[config.mk]
export PLATFORM = sky130hd
export DESIGN_NAME = usbepc_regs
export DESIGN_NICKNAME = d
export VERILOG_FILES = /design/src/usbepc_pkg.sv /design/src/usbepc_regs.sv /design/src/usbepc_ep_counter.sv
export SDC_FILE = /design/constraint.sdc
export NUM_CORES = 1
export LEC_CHECK = 0
export BUFFER_PORTS_ARGS = -buffer_cell sky130_fd_sc_hd__buf_2
export CORE_UTILIZATION = 25
export CTS_BUF_LIST = sky130_fd_sc_hd__clkbuf_8
export DETAILED_ROUTE_END_ITERATION = 10
export GPL_TIMING_DRIVEN = 1
export SLEW_MARGIN = 20
export SYNTH_ARGS = -nofsm -noshare
export SYNTH_HDL_FRONTEND = slang
export SYNTH_SLANG_ARGS = --single-unit
[constraint.sdc]
create_clock -name sys_clk -period 3.1 [get_ports sys_clk]
set_clock_uncertainty 0.05 [all_clocks]
set_input_delay 0.62 -clock sys_clk [delete_from_list [all_inputs] [get_ports sys_clk]]
set_output_delay 0.62 -clock sys_clk [all_outputs]
set_load 0.01 [all_outputs]
[src/usbepc_pkg.sv]
// Package for the endpoint byte-count and FIFO-reset register block.
// Assumes a 32-bit AXI4-Lite register bus; each register takes one word.
package usbepc_pkg;

	// Register indices; the byte address is four times the index
	localparam logic [7:0]  IDX_EP_NUMBER   = 8'hC7;
	localparam logic [7:0]  IDX_FIFO_RESET  = 8'hD5;
	localparam logic [7:0]  IDX_COUNT_LOW   = 8'hE2;
	localparam logic [7:0]  IDX_COUNT_HIGH  = 8'hE3;

	// Bus shape
	localparam int          AXI_AW          = 12;
	localparam int          AXI_DW          = 32;
	localparam logic [1:0]  RESP_OKAY       = 2'h0;
	localparam logic [1:0]  RESP_SLVERR     = 2'h2;

	// Endpoint set and counter widths
	localparam int          NUM_EP          = 7;
	localparam int          CNT_W           = 11;
	localparam int          PTR_W           = 10;
	localparam int          SEL_W           = 3;
	localparam logic [6:0]  DUAL_BANK_MASK  = 7'h70;

	// Field positions
	localparam int          SEL_LSB         = 0;
	localparam int          LOW_LSB         = 0;
	localparam int          LOW_W           = 8;
	localparam int          HIGH_LSB        = 0;
	localparam int          HIGH_W          = 3;
	localparam int          FRST_LSB        = 0;

	// Reset values
	localparam logic [SEL_W-1:0]  EP_SEL_RST     = 3'h0;
	localparam logic [NUM_EP-1:0] FIFO_RESET_RST = 7'h00;

endpackage : usbepc_pkg

[src/usbepc_regs.sv]
// Endpoint byte-count and FIFO-reset registers behind an AXI4-Lite slave.
// Assumes SIE strobes come from logic on sys_clk; no synchronisers needed.
// Summary of operation
// - High count register shows selected count's top bits
// - Upper count bits read zero, writes ignored
// - Count accesses follow the endpoint select field
// - One reset bit per endpoint, bit seven zero
// - FIFO stays reset while bit set
// - Count equals bytes received after data PID
`timescale 1ns/1ps
module usbepc_regs
	import usbepc_pkg::*;
(
	input  wire logic                    sys_clk,          // System clock, 200 MHz
	input  wire logic                    rst,              // Synchronous reset, active high
	// AXI4-Lite write address
	input  wire logic [AXI_AW-1:0]       s_axi_awaddr,     // Write byte address
	input  wire logic                    s_axi_awvalid,    // Write address valid
	output logic                         s_axi_awready,    // Write address ready
	// AXI4-Lite write data
	input  wire logic [AXI_DW-1:0]       s_axi_wdata,      // Write data
	input  wire logic [AXI_DW/8-1:0]     s_axi_wstrb,      // Write byte lanes
	input  wire logic                    s_axi_wvalid,     // Write data valid
	output logic                         s_axi_wready,     // Write data ready
	// AXI4-Lite write response
	output logic [1:0]                   s_axi_bresp,      // Write response
	output logic                         s_axi_bvalid,     // Write response valid
	input  wire logic                    s_axi_bready,     // Write response ready
	// AXI4-Lite read address
	input  wire logic [AXI_AW-1:0]       s_axi_araddr,     // Read byte address
	input  wire logic                    s_axi_arvalid,    // Read address valid
	output logic                         s_axi_arready,    // Read address ready
	// AXI4-Lite read data
	output logic [AXI_DW-1:0]            s_axi_rdata,      // Read data
	output logic [1:0]                   s_axi_rresp,      // Read response
	output logic                         s_axi_rvalid,     // Read data valid
	input  wire logic                    s_axi_rready,     // Read data ready
	// Serial interface engine side
	input  wire logic [SEL_W-1:0]        sie_ep,           // Endpoint of current packet
	input  wire logic                    sie_pkt_start,    // Data PID received
	input  wire logic                    sie_byte,         // One data byte stored
	input  wire logic                    sie_pkt_ok,       // Packet stored good
	input  wire logic                    sie_pkt_bad,      // Packet dropped
	// FIFO access side
	input  wire logic [NUM_EP-1:0]       fifo_rd_stb,      // Per-endpoint byte read
	input  wire logic [NUM_EP-1:0]       bank_release,     // Per-endpoint bank done
	output logic [NUM_EP-1:0]            ep_fifo_in_reset, // Endpoint FIFO held in reset
	output logic [SEL_W-1:0]             endpoint_select,  // Selected endpoint
	output logic [NUM_EP*PTR_W-1:0]      ep_wr_ptr,        // Write pointers, packed
	output logic [NUM_EP*PTR_W-1:0]      ep_rd_ptr         // Read pointers, packed
);

	// Write channel holding registers
	logic                  aw_held;
	logic [AXI_AW-1:0]     aw_addr;
	logic                  w_held;
	logic [AXI_DW-1:0]     w_data;
	logic [AXI_DW/8-1:0]   w_strb;
	logic                  do_write;

	// Register contents and per-endpoint counts
	logic [NUM_EP-1:0]     fifo_reset;
	logic [CNT_W-1:0]      ep_count [NUM_EP];
	logic [CNT_W-1:0]      sel_count;
	logic [NUM_EP-1:0]     ep_hit;

	// Read decode
	logic [AXI_DW-1:0]     next_rdata;
	logic [1:0]            next_rresp;
	logic [7:0]            rd_idx;
	logic [7:0]            wr_idx;
	logic                  rd_mapped;
	logic                  wr_mapped;

	assign rd_idx    = s_axi_araddr[9:2];
	assign wr_idx    = aw_addr[9:2];
	assign rd_mapped = (s_axi_araddr[AXI_AW-1:10] == '0) && (s_axi_araddr[1:0] == 2'h0);
	assign wr_mapped = (aw_addr[AXI_AW-1:10] == '0) && (aw_addr[1:0] == 2'h0);

	// One write in flight: both channels are held until the response drains
	assign s_axi_awready = !aw_held && !s_axi_bvalid;
	assign s_axi_wready  = !w_held && !s_axi_bvalid;
	assign do_write      = aw_held && w_held && !s_axi_bvalid;
	assign s_axi_arready = !s_axi_rvalid;

	// Capture write address
	always_ff @(posedge sys_clk) begin
		if (rst) begin
			aw_held <= 1'b0;
			aw_addr <= '0;
		end else if (s_axi_awvalid && s_axi_awready) begin
			aw_held <= 1'b1;
			aw_addr <= s_axi_awaddr;
		end else if (do_write) begin
			aw_held <= 1'b0;
		end
	end

	// Capture write data
	always_ff @(posedge sys_clk) begin
		if (rst) begin
			w_held <= 1'b0;
			w_data <= '0;
			w_strb <= '0;
		end else if (s_axi_wvalid && s_axi_wready) begin
			w_held <= 1'b1;
			w_data <= s_axi_wdata;
			w_strb <= s_axi_wstrb;
		end else if (do_write) begin
			w_held <= 1'b0;
		end
	end

	// Write response; count registers are read-only and refuse writes
	always_ff @(posedge sys_clk) begin
		if (rst) begin
			s_axi_bvalid <= 1'b0;
			s_axi_bresp  <= RESP_OKAY;
		end else if (do_write) begin
			s_axi_bvalid <= 1'b1;
			if (wr_mapped && (wr_idx == IDX_EP_NUMBER || wr_idx == IDX_FIFO_RESET))
				s_axi_bresp <= RESP_OKAY;
			else
				s_axi_bresp <= RESP_SLVERR;
		end else if (s_axi_bready) begin
			s_axi_bvalid <= 1'b0;
		end
	end

	// Endpoint select; only the low field is stored
	always_ff @(posedge sys_clk) begin
		if (rst) begin
			endpoint_select <= EP_SEL_RST;
		end else if (do_write && wr_mapped && wr_idx == IDX_EP_NUMBER && w_strb[0]) begin
			endpoint_select <= w_data[SEL_LSB +: SEL_W];
		end
	end

	// FIFO reset bits; bit seven is not stored so it can never read as one
	always_ff @(posedge sys_clk) begin
		if (rst) begin
			fifo_reset <= FIFO_RESET_RST;
		end else if (do_write && wr_mapped && wr_idx == IDX_FIFO_RESET && w_strb[0]) begin
			fifo_reset <= w_data[FRST_LSB +: NUM_EP];
		end
	end

	// Endpoint held in reset while its bit stands; the SIE should NAK it
	assign ep_fifo_in_reset = fifo_reset;

	// Route SIE strobes to the endpoint that owns the packet
	always_comb begin
		ep_hit = '0;
		if (sie_ep < SEL_W'(NUM_EP))
			ep_hit[sie_ep] = 1'b1;
	end

	// One counter per endpoint; the big endpoints ping-pong two banks
	genvar gi;
	generate
		for (gi = 0; gi < NUM_EP; gi++) begin : g_ep
			usbepc_ep_counter #(
				.CW   (CNT_W),
				.PW   (PTR_W),
				.DUAL (DUAL_BANK_MASK[gi])
			) u_cnt (
				.sys_clk      (sys_clk),
				.rst          (rst),
				.fifo_clear   (fifo_reset[gi]),
				.pkt_start    (sie_pkt_start && ep_hit[gi]),
				.byte_stb     (sie_byte && ep_hit[gi]),
				.pkt_ok       (sie_pkt_ok && ep_hit[gi]),
				.pkt_bad      (sie_pkt_bad && ep_hit[gi]),
				.bank_release (bank_release[gi]),
				.rd_stb       (fifo_rd_stb[gi]),
				.rd_count     (ep_count[gi]),
				.wr_ptr       (ep_wr_ptr[gi*PTR_W +: PTR_W]),
				.rd_ptr       (ep_rd_ptr[gi*PTR_W +: PTR_W])
			);
		end
	endgenerate

	// Count of the selected endpoint; an out-of-range select shows zero
	always_comb begin
		sel_count = '0;
		if (endpoint_select < SEL_W'(NUM_EP))
			sel_count = ep_count[endpoint_select];
	end

	// Read mux; reserved bits above each field stay zero
	always_comb begin
		next_rdata = '0;
		next_rresp = RESP_OKAY;
		if (!rd_mapped) begin
			next_rresp = RESP_SLVERR;
		end else begin
			case (rd_idx)
				IDX_EP_NUMBER:  next_rdata[SEL_LSB +: SEL_W] = endpoint_select;
				IDX_FIFO_RESET: next_rdata[FRST_LSB +: NUM_EP] = fifo_reset;
				IDX_COUNT_LOW:  next_rdata[LOW_LSB +: LOW_W] = sel_count[7:0];
				IDX_COUNT_HIGH: next_rdata[HIGH_LSB +: HIGH_W] = sel_count[10:8];
				default:        next_rresp = RESP_SLVERR;
			endcase
		end
	end

	// Read answer one cycle after the address is taken
	always_ff @(posedge sys_clk) begin
		if (rst) begin
			s_axi_rvalid <= 1'b0;
			s_axi_rdata  <= '0;
			s_axi_rresp  <= RESP_OKAY;
		end else if (s_axi_arvalid && s_axi_arready) begin
			s_axi_rvalid <= 1'b1;
			s_axi_rdata  <= next_rdata;
			s_axi_rresp  <= next_rresp;
		end else if (s_axi_rready) begin
			s_axi_rvalid <= 1'b0;
		end
	end

	// Helper: remember which register the answer came from; the low count
	// may show bit seven set, so the reserved-bit check needs its own flag
	logic rd_was_high;
	logic rd_was_frst;
	always_ff @(posedge sys_clk) begin
		if (rst) begin
			rd_was_high <= 1'b0;
			rd_was_frst <= 1'b0;
		end else if (s_axi_arvalid && s_axi_arready) begin
			rd_was_high <= rd_mapped && rd_idx == IDX_COUNT_HIGH;
			rd_was_frst <= rd_mapped && rd_idx == IDX_FIFO_RESET;
		end
	end
endmodule : usbepc_regs

[src/usbepc_ep_counter.sv]
// One endpoint's FIFO pointers and per-bank received byte counts.
// Assumes SIE strobes on the same clock, one strobe kind per cycle.
`timescale 1ns/1ps
module usbepc_ep_counter
	import usbepc_pkg::*;
#(
	parameter int   CW   = CNT_W,
	parameter int   PW   = PTR_W,
	parameter bit   DUAL = 1'b0
) (
	input  wire logic          sys_clk,      // System clock
	input  wire logic          rst,          // Synchronous reset, active high
	input  wire logic          fifo_clear,   // Endpoint FIFO held in reset
	input  wire logic          pkt_start,    // Data PID seen, packet begins
	input  wire logic          byte_stb,     // One data byte stored
	input  wire logic          pkt_ok,       // Packet stored good
	input  wire logic          pkt_bad,      // Packet dropped
	input  wire logic          bank_release, // Firmware done with read bank
	input  wire logic          rd_stb,       // Firmware read one FIFO byte
	output logic      [CW-1:0] rd_count,     // Byte count of read bank
	output logic      [PW-1:0] wr_ptr,       // FIFO write pointer
	output logic      [PW-1:0] rd_ptr        // FIFO read pointer
);

	logic [CW-1:0] run_count;
	logic [PW-1:0] pkt_base;
	logic [CW-1:0] bank_count [2];
	logic          wr_bank;
	logic          rd_bank;

	// Running count of the packet under way; a dropped packet rewinds the
	// write pointer so a half-stored packet never becomes readable
	always_ff @(posedge sys_clk) begin
		if (rst || fifo_clear) begin
			run_count <= '0;
			wr_ptr    <= '0;
			pkt_base  <= '0;
		end else if (pkt_start) begin
			run_count <= '0;
			pkt_base  <= wr_ptr;
		end else if (byte_stb) begin
			run_count <= run_count + CW'(1);
			wr_ptr    <= wr_ptr + PW'(1);
		end else if (pkt_bad) begin
			wr_ptr    <= pkt_base;
		end
	end

	// Commit the count into the write bank; ping-pong only when dual
	always_ff @(posedge sys_clk) begin
		if (rst || fifo_clear) begin
			bank_count[0] <= '0;
			bank_count[1] <= '0;
			wr_bank       <= 1'b0;
		end else if (pkt_ok) begin
			bank_count[wr_bank] <= run_count;
			wr_bank             <= DUAL ? ~wr_bank : 1'b0;
		end
	end

	// Read side bank and pointer
	always_ff @(posedge sys_clk) begin
		if (rst || fifo_clear) begin
			rd_bank <= 1'b0;
			rd_ptr  <= '0;
		end else begin
			if (bank_release && DUAL)
				rd_bank <= ~rd_bank;
			if (rd_stb)
				rd_ptr <= rd_ptr + PW'(1);
		end
	end

	assign rd_count = bank_count[rd_bank];
endmodule : usbepc_ep_counter

==> qor.yml <==
finalSetupTns_ps: 0
grt_overflow: 0
worstSkewPairLatency_ps: 700
fin_area_um2: 24100
rows: 103
grt_pass1_wl_mm: 85.1
rr_worst_depth: 5
diodes: 0
htreeDepth: 3
status: "completed"
core_area_um2: 79300
clock-sinks: 450
cts_root_buf: "clkbuf_8"
die_y_um: 286
gp_congestion: 0.828
async_flop_share_pct: 0
r2r_slack_ps: 960
synth_common_cells: "dfxtp_1 (340), nand2_1 (338), nor2_1 (205)"
hpwlAfterDp_mm: 38.5
worstSetupEndpointType: "primary output"
rsz0062_at_grt: "no"
io_buffer_count: 220
clk_pin_slew_ps: 60
critPathMaxFanout: 31
hold_path.class: "in -> reg"
grt_start_max_net_pins: 59
finalSetupViolCount: 0
regToRegStartpoint: "aw_addr[8]$_SDFFE_PP0P_"
hold_path_end: "s_axi_rvalid$_SDFFE_PP0P_"
crit_slowest_cell: "buf_4"
p_leak_nw: 9.13
syn_inst: 2210
hold_depth: 2
power.density_nw_per_um2: 526
start_util_pct: 25.4
slew_violations: 0
cp-start-kind: "flop"
cts_resized: 0
final.period_utilization_pct: 72.1
placed_cell_area_um2: 22400
crit_chain: "buf_4, buf_2"
synth_top_area_share_pct: 33.8
track_usage_pct: 13.1
finalNonFillerCells: 3582
drt-pass1-iter-count: 5
fin_nets: 2576
synth.distinct_cells: 63
dp_cells: 3432
routed_via_density: 4.60
vias: 16500
synth_edf_count: 110
peakVddDrop_uv: 306
synth_area_leaders: "dfxtp_1 (34%), edfxtp_1 (16%), nand2_1 (6.3%)"
timing.rr.end: "endpoint_select[1]$_SDFFE_PP0P_"
drc: 0
fmaxAchievable_mhz: 447
slew_headroom_pct: 43.0
avgSynthCellArea_um2: 9.10
synth_most_common_cell: "dfxtp_1"
area_delta_synth_final_pct: 19.9
cp.arrival_ps: 1570
drive_above_1_share_pct: 17.5
slowest_delay_ps: 360
cts_tree: "done"
syn-cell-area_um2: 20100
drtIter0Drc: 965
dieArea_um2: 81600
first_global_vias: 15200
synth_ff_type: "dfxtp_1"
worstPathRequired_ps: 2430
synth_seq_cells: 450
wire_per_inst_um: 15.3
seq_area_frac_synth_pct: 50.2
maxCapViolations: 0
cts_made_buffers: 83
worst_pin_slew_ps: 853
criticalPathCategory: "reg -> out"
ant_nets: 0
hold_violations: 0
synth_top_cell_by_area: "dfxtp_1"
io_pins: 279
worst-path-buf-inv: 2
antenna_found_initial: 7
drt-total-wl_mm: 54.8
die_x_um: 286
fin_crit_ps: 2240
ys_warn_count: 0
holdBufCountCts: 0
path_delay_family: "buffers and inverters"
hp-start: "s_axi_rready"
cts_buffer_depth: 3
cts_setup_buffers: 0
==> worst reg2reg max path, stage by stage, from the launching register on <==
cell      delay [ps]
dfxtp_1          320
nor4bb_1         440
nand3_1          290
nor4b_2          610
mux2i_1          250
nor2_1            50
==> metal layers <==
metal | GRT usage (%) | routed length, um | vias to the layer above
met5 | 0 | 67 | -
met4 | 4.12 | 1010 | 10
met3 | 3.64 | 4180 | 77
met2 | 19.9 | 23900 | 438
met1 | 17.8 | 25600 | 7723
li1 | - | - | 8222
==> per-stage QoR <==
stage,power [W],setup slack [ps],utilization (%),hold slack (ps)
after floorplan,0.00680,730,-,381
after global placement,0.00707,359,28.3,388
after detailed placement,0.00707,350,28.3,392
after CTS,0.0129,752,30.4,42.7
after global routing,0.0133,714,30.4,74.1
final,0.0127,864,30.4,99.5
==> power by group <==
part / switching [W] / total [W] / internal, W
combinational: 0.000459 / 0.000702 / 0.000243
sequential: 0.000101 / 0.00624 / 0.00614
clock: 0.00262 / 0.00576 / 0.00314
total: 0.00318 / 0.0127 / 0.00952
==> cell type report <==
class                      count  area, um2
timing repair buffer         288       1610
sequential                   450      10100
multi-input combinational   1618       9310
tap                         1050       1310
clock inverter                52        334
inverter                      26       97.6
fill                        8338      55100
clock buffer                  98       1350
==> cells by family (layout without fill, tap and decap cells) <==
kind of cell               count (synthesis)  in the layout  share of synthesized area [%]
xor gates and xnor gates                 116            116                           5.05
muxes                                     69             69                           3.93
DFF                                      450            450                           50.2
and+or+nand+nor                          956            956                           23.0
other                                      1             26                         0.0186
buffers and inverters                    167            464                           3.95
adders and majority gates                 21             21                           1.31
AOI/OAI and AO/OA                        430            430                           12.5
==> placed cells by master, fill, tap and decap left out, types with 5 or more instances in the layout <==
master     instances
and3_1            38
nand2b_1          10
a311oi_1           6
or3_1             33
buf_4             69
mux4_2             8
o2bb2ai_1          7
buf_2            219
ha_1              21
a211oi_1          37
o21ai_0           98
mux2i_1           61
and2_1           106
inv_6              5
dfxtp_1          340
conb_1            26
nand2_1          338
edfxtp_1         110
nor3_1            38
nand4_1           41
nor2_1           205
a21oi_1          202
a22oi_1            7
nor2b_1           19
o22ai_1           19
xnor2_1           38
xor2_1            78
clkbuf_8          98
nand3_1           72
o221ai_1          10
and4_1            10
clkinv_2           5
a2bb2oi_1          6
nor4_1             7
a221oi_1           5
o211ai_1           6
or2_2             13
inv_1             57
==> worst max path at each step <==
stage | from | end | slack [ps] | cells past startpoint
6_report | endpoint_select[1]$_SDFFE_PP0P_ | endpoint_select[1] | 860 | 2
3_5_place_dp | sie_ep[1] | g_ep[5].u_cnt.bank_count[0][8]$_SDFFCE_PN0P_ | 350 | 5
2_1_floorplan | sie_ep[1] | g_ep[4].u_cnt.bank_count[0][0]$_SDFFCE_PN0P_ | 730 | 3
4_1_cts | aw_addr[8]$_SDFFE_PP0P_ | endpoint_select[1]$_SDFFE_PP0P_ | 750 | 5
5_1_grt | aw_addr[8]$_SDFFE_PP0P_ | endpoint_select[1]$_SDFFE_PP0P_ | 710 | 5
3_3_place_gp | sie_ep[1] | g_ep[5].u_cnt.bank_count[0][8]$_SDFFCE_PN0P_ | 360 | 5
==> registers in the layout, summed over array words and instances (netlist names), 7 cells and up, named ones only <==
name                   cells
w_data                     7
aw_addr                   12
ep_fifo_in_reset           7
g_ep.u_cnt.bank_count    110
g_ep.u_cnt.run_count      77
g_ep.u_cnt.wr_ptr         70
g_ep.u_cnt.rd_ptr         70
g_ep.u_cnt.pkt_base       70
s_axi_rdata                8
Note: power is estimated with default switching activity, not from simulation.
